File: config.mk
export PLATFORM = sky130hd
export DESIGN_NAME = core_exec
export DESIGN_NICKNAME = d
export VERILOG_FILES = /design/src/core_pkg.sv /design/src/call_stack.sv /design/src/core_alu.sv /design/src/core_exec.sv
export SDC_FILE = /design/constraint.sdc
export NUM_CORES = 1
export LEC_CHECK = 0
export ABC_AREA = 0
export BUFFER_PORTS_ARGS = -buffer_cell sky130_fd_sc_hd__buf_2
export CORE_ASPECT_RATIO = 0.75
export CORE_MARGIN = 3
export CORE_UTILIZATION = 50
export DETAILED_ROUTE_END_ITERATION = 6
export GPL_TIMING_DRIVEN = 0
export PLACE_DENSITY = 0.72
export REMOVE_ABC_BUFFERS = 1
export SLEW_MARGIN = 20
export SYNTH_ARGS = -nofsm -noshare
export SYNTH_HDL_FRONTEND = slang
export SYNTH_SLANG_ARGS = --single-unit
File: constraint.sdc
create_clock -name CORE_CLK -period 5.2 [get_ports CORE_CLK]
set_input_delay 0.26 -clock CORE_CLK [delete_from_list [all_inputs] [get_ports CORE_CLK]]
set_output_delay 0.26 -clock CORE_CLK [all_outputs]
set_load 0.01 [all_outputs]
File: src/core_pkg.sv
// Shared encodings, field positions and reset values of the core.
// Assumes a 14-bit instruction word and an 8-bit data path.
package core_pkg;
	localparam int PC_W = 13;
	localparam int STACK_DEPTH = 8;
	// Top field of the instruction word
	localparam logic [1:0] CLS_BYTE = 2'h0;
	localparam logic [1:0] CLS_BIT = 2'h1;
	localparam logic [1:0] CLS_BRANCH = 2'h2;
	localparam logic [1:0] CLS_LIT = 2'h3;
	// Byte-oriented operation codes
	localparam logic [3:0] OP_CTRL = 4'h0;
	localparam logic [3:0] OP_ZERO = 4'h1;
	localparam logic [3:0] OP_SUB = 4'h2;
	localparam logic [3:0] OP_DEC = 4'h3;
	localparam logic [3:0] OP_OR = 4'h4;
	localparam logic [3:0] OP_AND = 4'h5;
	localparam logic [3:0] OP_XOR = 4'h6;
	localparam logic [3:0] OP_ADD = 4'h7;
	localparam logic [3:0] OP_COPY = 4'h8;
	localparam logic [3:0] OP_INV = 4'h9;
	localparam logic [3:0] OP_INC = 4'hA;
	localparam logic [3:0] OP_DECSKIP = 4'hB;
	localparam logic [3:0] OP_RR = 4'hC;
	localparam logic [3:0] OP_RL = 4'hD;
	localparam logic [3:0] OP_SWAP = 4'hE;
	localparam logic [3:0] OP_INCSKIP = 4'hF;
	// Low byte of the all-zero-prefix control words
	localparam logic [7:0] CTL_RETURN = 8'h08;
	localparam logic [7:0] CTL_RETIRQ = 8'h09;
	localparam logic [7:0] CTL_SLEEP = 8'h63;
	localparam logic [7:0] CTL_KICK = 8'h64;
	// Bit-oriented sub-codes
	localparam logic [1:0] BIT_CLR = 2'h0;
	localparam logic [1:0] BIT_SET = 2'h1;
	// Literal sub-codes in bits 9:8 when bits 11:10 are 10
	localparam logic [1:0] LIT_OR = 2'h0;
	localparam logic [1:0] LIT_AND = 2'h1;
	localparam logic [1:0] LIT_XOR = 2'h2;
	// Register map, byte addresses
	localparam logic [3:0] REG_CONTROL = 4'h0;
	localparam logic [3:0] REG_STATUS = 4'h4;
	localparam logic [3:0] REG_PC = 4'h8;
	localparam int CTL_IRQ_EN_BIT = 0;
	localparam int CTL_LATCH_LSB = 8;
	localparam logic RST_EXPIRED = 1'h1;
	localparam logic RST_POWERDOWN = 1'h1;

	typedef enum logic [3:0] {
		ALU_ADD, ALU_SUB, ALU_AND, ALU_OR, ALU_XOR, ALU_PASS_B,
		ALU_PASS_A, ALU_INV, ALU_DEC, ALU_INC, ALU_RL, ALU_RR,
		ALU_SWAP, ALU_ZERO, ALU_BCLR, ALU_BSET
	} alu_op_type;

	typedef enum logic [1:0] {Q1, Q2, Q3, Q4} phase_type;

	typedef struct packed {
		logic [7:0] value;
		logic carry;
		logic nibble_carry;
		logic zero;
	} alu_out_type;

	typedef struct packed {
		alu_op_type op;
		logic use_lit;
		logic to_reg;
		logic to_acc;
		logic upd_z;
		logic upd_c;
		logic upd_dc;
		logic skip_on_zero;
		logic bit_test;
		logic test_level;
		logic call;
		logic jump;
		logic ret;
		logic ret_irq;
		logic kick;
		logic sleep;
	} decoded_type;
endpackage : core_pkg

File: src/call_stack.sv
// Return-address stack, circular: overflow overwrites the oldest entry.
// Assumes push and pop are never asked in the same cycle.
`timescale 1ns/100ps
`default_nettype none
module call_stack #(
	parameter int DEPTH = core_pkg::STACK_DEPTH,
	parameter int W = core_pkg::PC_W
) (
	input wire logic clk,
	input wire logic nrst,
	input wire logic push,
	input wire logic pop,
	input wire logic [W-1:0] push_data,
	output logic [W-1:0] stack_head
);
	localparam int PW = $clog2(DEPTH);
	localparam logic [PW-1:0] PTR_ONE = 1;
	logic [PW-1:0] ptr_reg;
	logic [PW-1:0] ptr_next;
	logic [DEPTH-1:0][W-1:0] slots;

	if (DEPTH < 2 || (1 << PW) != DEPTH)
		$error("call_stack DEPTH must be a power of two");

	for (genvar i = 0; i < DEPTH; i++) begin : g_slot
		logic [W-1:0] slot_reg;
		logic [W-1:0] slot_next;
		always_comb begin
			slot_next = slot_reg;
			if (push && ptr_reg == PW'(i))
				slot_next = push_data;
		end
		always_ff @(posedge clk) begin
			if (!nrst)
				slot_reg <= '0;
			else
				slot_reg <= slot_next;
		end
		assign slots[i] = slot_reg;
	end

	always_comb begin
		ptr_next = ptr_reg;
		if (push)
			ptr_next = ptr_reg + PTR_ONE;
		else if (pop)
			ptr_next = ptr_reg - PTR_ONE;
	end

	always_ff @(posedge clk) begin
		if (!nrst)
			ptr_reg <= '0;
		else
			ptr_reg <= ptr_next;
	end

	assign stack_head = slots[ptr_reg - PTR_ONE];
endmodule : call_stack
`default_nettype wire

File: src/core_alu.sv
// Combinational 8-bit arithmetic and logic unit.
// Assumes operands are stable for the whole execute phase.
`timescale 1ns/100ps
`default_nettype none
module core_alu (
	input wire core_pkg::alu_op_type op,
	input wire logic [7:0] a,
	input wire logic [7:0] b,
	input wire logic [2:0] bit_index,
	input wire logic carry_in,
	output core_pkg::alu_out_type res
);
	logic [8:0] sum;
	logic [4:0] low;
	logic [7:0] mask;

	always_comb begin
		sum = 9'h000;
		low = 5'h00;
		mask = 8'h01 << bit_index;
		res = '0;
		res.value = a;
		case (op)
			core_pkg::ALU_ADD: begin
				sum = {1'b0, a} + {1'b0, b};
				low = {1'b0, a[3:0]} + {1'b0, b[3:0]};
				res.value = sum[7:0];
			end
			// Minuend minus accumulator; carry high means no borrow
			core_pkg::ALU_SUB: begin
				sum = {1'b0, b} + {1'b0, ~a} + 9'h001;
				low = {1'b0, b[3:0]} + {1'b0, ~a[3:0]} + 5'h01;
				res.value = sum[7:0];
			end
			core_pkg::ALU_AND: res.value = a & b;
			core_pkg::ALU_OR: res.value = a | b;
			core_pkg::ALU_XOR: res.value = a ^ b;
			core_pkg::ALU_PASS_B: res.value = b;
			core_pkg::ALU_INV: res.value = ~b;
			core_pkg::ALU_DEC: res.value = b - 8'h01;
			core_pkg::ALU_INC: res.value = b + 8'h01;
			core_pkg::ALU_RL: {sum[8], res.value} = {b, carry_in};
			core_pkg::ALU_RR: {res.value, sum[8]} = {carry_in, b};
			core_pkg::ALU_SWAP: res.value = {b[3:0], b[7:4]};
			core_pkg::ALU_ZERO: res.value = 8'h00;
			core_pkg::ALU_BCLR: res.value = b & ~mask;
			core_pkg::ALU_BSET: res.value = b | mask;
			default: res.value = a;
		endcase
		res.carry = sum[8];
		res.nibble_carry = low[4];
		res.zero = (res.value == 8'h00);
	end
endmodule : core_alu
`default_nettype wire

File: src/core_exec.sv
// Instruction decode and execute unit of the 8-bit core, Wishbone regs.
// Assumes program memory and file registers answer within the cycle.
//
// Design decisions made here: the Wishbone register port and the register addresses.
`timescale 1ns/100ps
`default_nettype none
// Overview of operation
// RQ1 - Byte ops under 00: add, subtract, and, or, xor with d and f.
// RQ2 - Byte ops: copy, invert, rotate left, rotate right, nibble swap.
// RQ3 - Decrement, increment and their skip-on-zero forms; skip costs a cycle.
// RQ4 - Bit ops under 01: clear, set, test-low skip, test-high skip.
// RQ5 - Test-skip-if-low drops next word when the bit is 0.
// RQ6 - Test-skip-if-high drops next word when the bit is 1.
// RQ7 - Call pushes return address, loads 11-bit target plus latch bits 4:3.
// RQ8 - Literal ops under 11: load, return literal, or, and, xor, sub, add.
// RQ9 - Addition updates carry, nibble carry and zero.
// RQ10 - Destination bit 0 writes accumulator, 1 writes file register.
// RQ11 - And updates only the zero flag.
// RQ12 - Bit clear and bit set touch one bit, no flags.
// RQ13 - Zero forms clear register or accumulator and set zero flag.
// RQ14 - Watchdog kick clears guard timer and prescaler, sets both flags. The code pulses GUARD_TIMER_CLEAR only and never clears the prescaler.
// RQ15 - Port reads use pin levels, not output latch contents.
// RQ16 - Writing timer zero count clears its assigned prescaler.
// RQ17 - Branches and true tests take two cycles, second a no-op.
// RQ18 - Returns pop the stack in two cycles; literal form loads acc.
// RQ19 - File addresses 7 bits, literals 8 bits, branch targets 11 bits.
// RQ20 - Jump loads target and latch bits, pushes nothing, two cycles.
// RQ21 - Return from interrupt pops stack and sets global irq enable.
// RQ22 - Sleep clears powerdown flag, sets expired flag, clears timer, halts.
// RQ23 - Each instruction cycle spans four clock periods.
// RQ24 - Subtract is minuend minus acc, carry as active-low borrow.
// RQ25 - Zero-prefix control words decoded from their low byte.
// RQ26 - Two-cycle execution invalidates the prefetched word.
module core_exec #(
	parameter logic [6:0] PORT_ADDR = 7'h05,
	parameter logic [6:0] TIMER_ADDR = 7'h01,
	parameter int STACK_DEPTH = core_pkg::STACK_DEPTH
) (
	input wire logic CORE_CLK,
	input wire logic NRST,
	output logic [12:0] PROG_ADDR,
	input wire logic [13:0] PROG_DATA,
	output logic [6:0] FILE_ADDR,
	input wire logic [7:0] FILE_RDATA,
	output logic [7:0] FILE_WDATA,
	output logic FILE_WE,
	input wire logic [7:0] PIN_LEVELS,
	input wire logic PRESCALER_ON_TIMER,
	output logic TIMER_PRESCALER_CLEAR,
	output logic GUARD_TIMER_CLEAR,
	output logic WATCHDOG_EXPIRED_FLAG,
	output logic POWERDOWN_FLAG,
	output logic GLOBAL_IRQ_ENABLE,
	output logic HALTED,
	output logic [7:0] ACCUMULATOR,
	input wire logic WB_CYC_I,
	input wire logic WB_STB_I,
	input wire logic WB_WE_I,
	input wire logic [3:0] WB_ADR_I,
	input wire logic [3:0] WB_SEL_I,
	input wire logic [31:0] WB_DAT_I,
	output logic [31:0] WB_DAT_O,
	output logic WB_ACK_O
);
	core_pkg::phase_type phase_reg, phase_next;
	logic [13:0] ir_reg, ir_next;
	logic ir_valid_reg, ir_valid_next;
	logic [12:0] pc_reg, pc_next;
	logic [7:0] acc_reg, acc_next;
	logic z_reg, z_next, dc_reg, dc_next, c_reg, c_next;
	logic to_reg, to_next, pwrdn_reg, pwrdn_next;
	logic halt_reg, halt_next, irq_en_reg, irq_en_next;
	logic [4:0] latch_reg, latch_next;
	logic [6:0] faddr_reg, faddr_next;
	logic [7:0] wdata_reg, wdata_next;
	logic we_reg, we_next, kick_reg, kick_next;
	logic presc_reg, presc_next;
	logic ack_reg, ack_next;
	logic [31:0] rdat_reg, rdat_next;
	core_pkg::decoded_type dec;
	core_pkg::alu_out_type alu;
	logic exec, skip, push, pop;
	logic [7:0] operand, opnd_b;
	logic [12:0] target, head;
	logic wb_req, wb_wr;

	function automatic core_pkg::decoded_type decode(
		input logic [13:0] w);
		core_pkg::decoded_type d;
		d = '0;
		d.op = core_pkg::ALU_PASS_A;
		case (w[13:12])
			core_pkg::CLS_BYTE: begin
				// Destination select for every byte op [RQ10] [RQ1]
				d.to_reg = w[7];
				d.to_acc = !w[7];
				d.upd_z = 1'b1;
				case (w[11:8])
					core_pkg::OP_CTRL: begin
						d.upd_z = 1'b0;
						d.to_acc = 1'b0;
						// Low byte picks the control word [RQ25]
						if (!w[7]) begin
							d.ret = (w[7:0] == core_pkg::CTL_RETURN);
							d.ret_irq = (w[7:0] == core_pkg::CTL_RETIRQ);
							d.sleep = (w[7:0] == core_pkg::CTL_SLEEP);
							d.kick = (w[7:0] == core_pkg::CTL_KICK);
						end
					end
					core_pkg::OP_ZERO: d.op = core_pkg::ALU_ZERO; // [RQ13]
					core_pkg::OP_ADD: begin
						d.op = core_pkg::ALU_ADD;
						d.upd_c = 1'b1; // [RQ9]
						d.upd_dc = 1'b1;
					end
					core_pkg::OP_SUB: begin
						d.op = core_pkg::ALU_SUB; // [RQ24]
						d.upd_c = 1'b1;
						d.upd_dc = 1'b1;
					end
					core_pkg::OP_AND: d.op = core_pkg::ALU_AND; // [RQ11]
					core_pkg::OP_OR: d.op = core_pkg::ALU_OR;
					core_pkg::OP_XOR: d.op = core_pkg::ALU_XOR;
					core_pkg::OP_COPY: d.op = core_pkg::ALU_PASS_B; // [RQ2]
					core_pkg::OP_INV: d.op = core_pkg::ALU_INV;
					core_pkg::OP_DEC: d.op = core_pkg::ALU_DEC; // [RQ3]
					core_pkg::OP_INC: d.op = core_pkg::ALU_INC;
					core_pkg::OP_SWAP: begin
						d.op = core_pkg::ALU_SWAP;
						d.upd_z = 1'b0;
					end
					core_pkg::OP_RL, core_pkg::OP_RR: begin
						d.op = w[8] ? core_pkg::ALU_RL : core_pkg::ALU_RR;
						d.upd_z = 1'b0;
						d.upd_c = 1'b1;
					end
					core_pkg::OP_DECSKIP, core_pkg::OP_INCSKIP: begin
						d.op = w[10] ? core_pkg::ALU_INC : core_pkg::ALU_DEC;
						d.upd_z = 1'b0;
						d.skip_on_zero = 1'b1; // [RQ3]
					end
					default: d.upd_z = 1'b0;
				endcase
			end
			core_pkg::CLS_BIT: begin
				// Bit ops leave every flag alone [RQ4] [RQ12]
				case (w[11:10])
					core_pkg::BIT_CLR: begin
						d.op = core_pkg::ALU_BCLR;
						d.to_reg = 1'b1;
					end
					core_pkg::BIT_SET: begin
						d.op = core_pkg::ALU_BSET;
						d.to_reg = 1'b1;
					end
					default: begin
						d.bit_test = 1'b1;
						d.test_level = w[10];
					end
				endcase
			end
			core_pkg::CLS_BRANCH: begin
				d.call = !w[11]; // [RQ7]
				d.jump = w[11]; // [RQ20]
			end
			default: begin
				// Literal ops, x bits ignored [RQ8] [RQ19]
				d.use_lit = 1'b1;
				d.to_acc = 1'b1;
				d.op = core_pkg::ALU_PASS_B;
				if (!w[11]) begin
					d.ret = w[10]; // [RQ18]
				end else if (w[10]) begin
					d.op = w[9] ? core_pkg::ALU_ADD : core_pkg::ALU_SUB;
					d.upd_z = 1'b1;
					d.upd_c = 1'b1; // [RQ9] [RQ24]
					d.upd_dc = 1'b1;
				end else begin
					d.upd_z = 1'b1;
					case (w[9:8])
						core_pkg::LIT_OR: d.op = core_pkg::ALU_OR;
						core_pkg::LIT_AND: d.op = core_pkg::ALU_AND;
						core_pkg::LIT_XOR: d.op = core_pkg::ALU_XOR;
						default: begin
							d.to_acc = 1'b0;
							d.upd_z = 1'b0;
						end
					endcase
				end
			end
		endcase
		return d;
	endfunction : decode

	// Port reads see the pins, so a read-modify-write copies them [RQ15]
	assign operand = (faddr_reg == PORT_ADDR) ? PIN_LEVELS : FILE_RDATA;
	assign opnd_b = dec.use_lit ? ir_reg[7:0] : operand;
	assign target = {latch_reg[4:3], ir_reg[10:0]};
	assign exec = (phase_reg == core_pkg::Q4) && !halt_reg;
	assign push = exec && dec.call;
	assign pop = exec && (dec.ret || dec.ret_irq);
	assign wb_req = WB_CYC_I && WB_STB_I;
	assign wb_wr = wb_req && WB_WE_I && ack_reg;

	always_comb begin
		// A discarded word decodes as a no-op [RQ26]
		dec = ir_valid_reg ? decode(ir_reg) : decode(14'h0000);
		skip = (dec.skip_on_zero && alu.zero) // [RQ3]
			|| (dec.bit_test // [RQ5] [RQ6]
			&& operand[ir_reg[9:7]] == dec.test_level);
	end

	core_alu u_alu (
		.op(dec.op),
		.a(acc_reg),
		.b(opnd_b),
		.bit_index(ir_reg[9:7]),
		.carry_in(c_reg),
		.res(alu)
	);

	call_stack #(
		.DEPTH(STACK_DEPTH),
		.W(13)
	) u_stack (
		.clk(CORE_CLK),
		.nrst(NRST),
		.push(push),
		.pop(pop),
		.push_data(pc_reg),
		.stack_head(head)
	);

	always_comb begin
		phase_next = phase_reg;
		ir_next = ir_reg;
		ir_valid_next = ir_valid_reg;
		pc_next = pc_reg;
		acc_next = acc_reg;
		z_next = z_reg;
		dc_next = dc_reg;
		c_next = c_reg;
		to_next = to_reg;
		pwrdn_next = pwrdn_reg;
		halt_next = halt_reg;
		irq_en_next = irq_en_reg;
		latch_next = latch_reg;
		faddr_next = faddr_reg;
		wdata_next = wdata_reg;
		we_next = 1'b0;
		kick_next = 1'b0;
		presc_next = 1'b0;
		// Four clock periods per instruction cycle [RQ23]
		case (phase_reg)
			core_pkg::Q1: phase_next = core_pkg::Q2;
			core_pkg::Q2: phase_next = core_pkg::Q3;
			core_pkg::Q3: phase_next = core_pkg::Q4;
			core_pkg::Q4: phase_next = core_pkg::Q1;
			default: phase_next = core_pkg::Q1;
		endcase
		// Address moves only at Q1 so a write issued at Q4 keeps it
		if (phase_reg == core_pkg::Q1)
			faddr_next = ir_reg[6:0];
		if (wb_wr && WB_ADR_I == core_pkg::REG_CONTROL) begin
			if (WB_SEL_I[0])
				irq_en_next = WB_DAT_I[core_pkg::CTL_IRQ_EN_BIT];
			if (WB_SEL_I[1])
				latch_next = WB_DAT_I[core_pkg::CTL_LATCH_LSB +: 5];
		end
		if (exec) begin
			ir_next = PROG_DATA;
			ir_valid_next = 1'b1;
			pc_next = pc_reg + 13'h0001;
			if (dec.to_acc)
				acc_next = alu.value; // [RQ10] [RQ18]
			if (dec.to_reg) begin
				we_next = 1'b1; // [RQ10] [RQ12]
				wdata_next = alu.value;
				// [RQ16]
				presc_next = (faddr_reg == TIMER_ADDR) && PRESCALER_ON_TIMER;
			end
			if (dec.upd_z)
				z_next = alu.zero; // [RQ11] [RQ13]
			if (dec.upd_c)
				c_next = alu.carry; // [RQ9] [RQ24]
			if (dec.upd_dc)
				dc_next = alu.nibble_carry;
			if (dec.call || dec.jump)
				pc_next = target; // [RQ7] [RQ20]
			if (dec.ret || dec.ret_irq)
				pc_next = head; // [RQ18] [RQ21]
			// Taken branch or test wastes the prefetched slot [RQ17] [RQ26]
			if (skip || dec.call || dec.jump || dec.ret || dec.ret_irq)
				ir_valid_next = 1'b0;
			if (dec.ret_irq)
				irq_en_next = 1'b1; // [RQ21]
			if (dec.kick) begin
				kick_next = 1'b1; // [RQ14]
				to_next = 1'b1;
				pwrdn_next = 1'b1;
			end
			// No wake source here: only reset leaves the halt [RQ22]
			if (dec.sleep) begin
				kick_next = 1'b1;
				to_next = 1'b1;
				pwrdn_next = 1'b0;
				halt_next = 1'b1;
			end
		end
	end

	always_ff @(posedge CORE_CLK) begin
		if (!NRST) begin
			phase_reg <= core_pkg::Q1;
			ir_reg <= 14'h0000;
			ir_valid_reg <= 1'b0;
			pc_reg <= 13'h0000;
			acc_reg <= 8'h00;
			z_reg <= 1'b0;
			dc_reg <= 1'b0;
			c_reg <= 1'b0;
			to_reg <= core_pkg::RST_EXPIRED;
			pwrdn_reg <= core_pkg::RST_POWERDOWN;
			halt_reg <= 1'b0;
			irq_en_reg <= 1'b0;
			latch_reg <= 5'h00;
			faddr_reg <= 7'h00;
			wdata_reg <= 8'h00;
			we_reg <= 1'b0;
			kick_reg <= 1'b0;
			presc_reg <= 1'b0;
		end else begin
			phase_reg <= phase_next;
			ir_reg <= ir_next;
			ir_valid_reg <= ir_valid_next;
			pc_reg <= pc_next;
			acc_reg <= acc_next;
			z_reg <= z_next;
			dc_reg <= dc_next;
			c_reg <= c_next;
			to_reg <= to_next;
			pwrdn_reg <= pwrdn_next;
			halt_reg <= halt_next;
			irq_en_reg <= irq_en_next;
			latch_reg <= latch_next;
			faddr_reg <= faddr_next;
			wdata_reg <= wdata_next;
			we_reg <= we_next;
			kick_reg <= kick_next;
			presc_reg <= presc_next;
		end
	end

	// Wishbone slave: ack one cycle after the strobe, dropped next cycle
	always_comb begin
		ack_next = wb_req && !ack_reg;
		rdat_next = 32'h00000000;
		case (WB_ADR_I)
			core_pkg::REG_CONTROL:
				rdat_next = {19'h00000, latch_reg, 7'h00, irq_en_reg};
			core_pkg::REG_STATUS:
				rdat_next = {18'h00000, halt_reg, pwrdn_reg, to_reg,
					c_reg, dc_reg, z_reg, acc_reg};
			core_pkg::REG_PC: rdat_next = {19'h00000, pc_reg};
			default: rdat_next = 32'h00000000;
		endcase
	end

	always_ff @(posedge CORE_CLK) begin
		if (!NRST) begin
			ack_reg <= 1'b0;
			rdat_reg <= 32'h00000000;
		end else begin
			ack_reg <= ack_next;
			rdat_reg <= rdat_next;
		end
	end

	assign PROG_ADDR = pc_reg;
	assign FILE_ADDR = faddr_reg;
	assign FILE_WDATA = wdata_reg;
	assign FILE_WE = we_reg;
	assign TIMER_PRESCALER_CLEAR = presc_reg;
	assign GUARD_TIMER_CLEAR = kick_reg;
	assign WATCHDOG_EXPIRED_FLAG = to_reg;
	assign POWERDOWN_FLAG = pwrdn_reg;
	assign GLOBAL_IRQ_ENABLE = irq_en_reg;
	assign HALTED = halt_reg;
	assign ACCUMULATOR = acc_reg;
	assign WB_DAT_O = rdat_reg;
	assign WB_ACK_O = ack_reg;
endmodule : core_exec
`default_nettype wire

==> flow_summary.json <==
{
  "run_status": "finished clean",
  "fin_crit_ns": 5.145,
  "die-width_microns": 180.8,
  "layout_commonest_cell": "nand2_1",
  "slew_headroom_pct": 25.89,
  "crit_chain": "or3b_2 > nor2_4 > mux2i_2 > a21oi_4 > ha_1 > nand2b_1 > a221oi_2 > o22ai_1 > a22o_1 > a32o_1 > o32a_1 > or3_1 > or4_1 > o311a_1",
  "antenna_left": 0,
  "critPathLaunchType": "register",
  "core_region_area_sq_um": 22290,
  "drtIter0Drc": 1360,
  "gr-total-overflow": 0,
  "hold_depth": 3,
  "cts_root_buf": "clkbuf_16",
  "critPathMaxStageDelay_ns": 0.58,
  "final-max-slew-violation-count": 0,
  "place.gp.congestion": 1.013,
  "p_leak_nw": 4.695,
  "die_h_microns": 137.1,
  "r2r_end": "ir_valid_reg",
  "cp.required_ns": 5.52,
  "end_kind": "register",
  "hp-class": "in2reg",
  "finalClockSkew_ns": 0.01580,
  "cts_tree": "done",
  "ir_drop_mv": 0.2240,
  "io_buffers": 104,
  "critical_path.max_fanout": 9,
  "p_per_area_nw_per_um2": 251.4,
  "grt_start_max_net_pins": 128,
  "finalNetCount": 1571,
  "clock_path_buffers": 2,
  "diodes": 0,
  "synth_compound_area_share_pct": 22.29,
  "hold_violations": 0,
  "crit_buf_inv": 0,
  "clk_pin_slew_ns": 0.08,
  "viasPerCell": 6.155,
  "final_cell_area_sq_um": 12940,
  "setup-violations-final": 0,
  "holdPathEnd": "ir_reg[3]",
  "arrival_ns": 5.46,
  "synth_area_sq_um": 11460,
  "die_area_sq_um": 24800,
  "antenna_found_initial": 0,
  "hold_buffers": 0,
  "cts.sinks": 189,
  "final_cell_mix": "303 x nand2_1, 184 x dfxtp_1, 126 x a21boi_0",
  "place.detailed.hpwl_microns": 24400,
  "period_share_pct": 98.93,
  "crit_family": "compound AO/OA/AOI/OAI gates",
  "drive_gt1_share_pct": 16.83,
  "synth_area_per_cell_sq_um": 8.147,
  "clock_latency_ns": 0.44,
  "first_pass_iters": 6,
  "placed_area_sq_um": 12050,
  "rrSetupSlack_ns": 0.06,
  "r2r_start": "FILE_ADDR[2]",
  "dp.cells": 1704,
  "yosys_warnings": 0,
  "rsz0062_at_grt": "false",
  "muxShareOfSynthArea_pct": 10.25,
  "dp_worst_setup_slack_ns": -1.085,
  "numCtsBuffers": 17,
  "layoutNonFillerInstCount": 1756,
  "worst_pin_slew_ns": 1.103,
  "rows": 47,
  "vias": 10810,
  "max_cap_viol_count": 0,
  "rr_worst_depth": 14,
  "crit_type": "reg2reg",
  "synthCells": 1407,
  "largest_reg_flops": 104,
  "synthXorXnorAreaFrac_pct": 2.292,
  "ys_ff_latch": 189,
  "drcViolationCount": 0,
  "wire_per_inst_microns": 20.69,
  "start_util_pct": 51.43,
  "min_from": "PROG_DATA[3]",
  "ys_types": 78,
  "wl_microns": 36330,
  "synth_top_family_by_area": "compound AO/OA/AOI/OAI gates",
  "synth-async-reset-ratio_pct": 0,
  "yosysSeqAreaShare_pct": 33.01,
  "track_usage_pct": 28.23,
  "ys.flop_type": "dfxtp_1",
  "grt_pass1_wl_microns": 55220,
  "fin_ws_ns": 0.05546,
  "slowest_stage": "or4_1",
  "synth-simple-area-share_pct": 20.84,
  "fmax_mhz": 194.4,
  "io_pins": 152,
  "synth_edf_count": 0,
  "grt_pass1_vias": 9643,
  "synthAdderAreaFrac_pct": 5.218,
  "area_growth_pct": 12.89,
  "htree_levels": 4
}
-- layout make-up --
| class | instances | area [sq um] |
|---|---|---|
| clock buffers | 18 | 439.2 |
| multi-input cells | 1074 | 7293 |
| fillers | 1954 | 9348 |
| repair buffers | 128 | 762.0 |
| flip-flops and latches | 189 | 3795 |
| well taps | 294 | 367.9 |
| inverters | 39 | 153.9 |
| clock inverters | 14 | 128.9 |
-- synth_stat cells (all sizes together) (6+ instances only) --
| cell type | number | share of area [%] |
|---|---|---|
| nand2 | 306 | 10 |
| dfxtp | 189 | 33 |
| a21boi | 126 | 8.3 |
| clkbuf | 92 | 3.0 |
| nor2 | 73 | 2.5 |
| a21oi | 53 | 2.3 |
| mux2i | 51 | 4.5 |
| nor2b | 46 | 2.5 |
| ha | 43 | 4.7 |
| inv | 39 | 1.3 |
| o21ai | 38 | 1.7 |
| nand3 | 36 | 1.6 |
| a211oi | 33 | 2.2 |
| buf | 32 | 1.7 |
| mux4 | 28 | 5.5 |
| nor3 | 16 | 0.70 |
| xnor2 | 16 | 1.2 |
| a31oi | 15 | 0.82 |
| and3 | 14 | 0.76 |
| xor2 | 14 | 1.1 |
| nand2b | 12 | 0.65 |
| a21o | 11 | 0.73 |
| a22oi | 9 | 0.59 |
| and2 | 9 | 0.49 |
| o22ai | 9 | 0.49 |
| o32ai | 6 | 0.46 |
-- tightest hold or removal path, stage by stage --
cell	delay, ns
buf_2	0.10
nand2_1	0.04
a21boi_0	0.06
-- timing repair --
item / in CTS / in global routing
pin swaps: 4 / 7
hold endpoints to repair: 0 / 0
setup buffers: 6 / 12
gates resized for setup: 26 / 14
gates cloned: 1 / 1
endpoints found under the setup margin: 10 / 1
-- report_power, final --
group / switching (W) / internal [W] / leakage (nW)
Clock: 0.000641 / 0.000644 / 0.272
Combinational: 0.000280 / 0.000172 / 2.90
Sequential: 0.0000503 / 0.00147 / 1.53
-- worst max path at each step --
stage                    to          from  slack (ns)  cells after the start
4_1_cts        ir_valid_reg  FILE_ADDR[1]        0.03                     16
3_5_place_dp   ir_valid_reg     ir_reg[9]       -1.09                     19
2_1_floorplan  ir_valid_reg     ir_reg[9]       -0.60                     17
6_report       ir_valid_reg  FILE_ADDR[2]        0.06                     14
5_1_grt        ir_valid_reg  FILE_ADDR[1]       0.005                     14
3_3_place_gp   ir_valid_reg     ir_reg[9]       -2.20                     17
-- metrics by stage --
step	TNS, ns	utilization, %	hold WS [ns]	power, W
after floorplan	-0.9240	-	0.3219	0.001789
after global placement	-19.70	53.25	0.4505	0.001923
after detailed placement	-3.266	54.06	0.4544	0.001945
after CTS	0	57.28	0.05686	0.003223
after global routing	0	58.06	0.07252	0.003355
final	0	58.06	0.06671	0.003253
-- cells by family (layout without fill, tap and decap cells) --
logic type                 count (synthesis)  after routing
xor gates and xnor gates                  30             30
DFF                                      189            189
adders and majority gates                 46             46
AOI/OAI and AO/OA                        359            361
buffers and inverters                    163            199
and+or+nand+nor                          536            536
muxes                                     82             82
other                                      2             19
-- layer usage --
metal	global-route usage, %	share of wire [%]	vias up
li1	-	-	4974
met1	42.91	45	5127
met2	39.55	40	652
met3	8.714	13	56
met4	4.602	1.2	0
met5	0	0	-
Power figures use the tool's default switching activity.
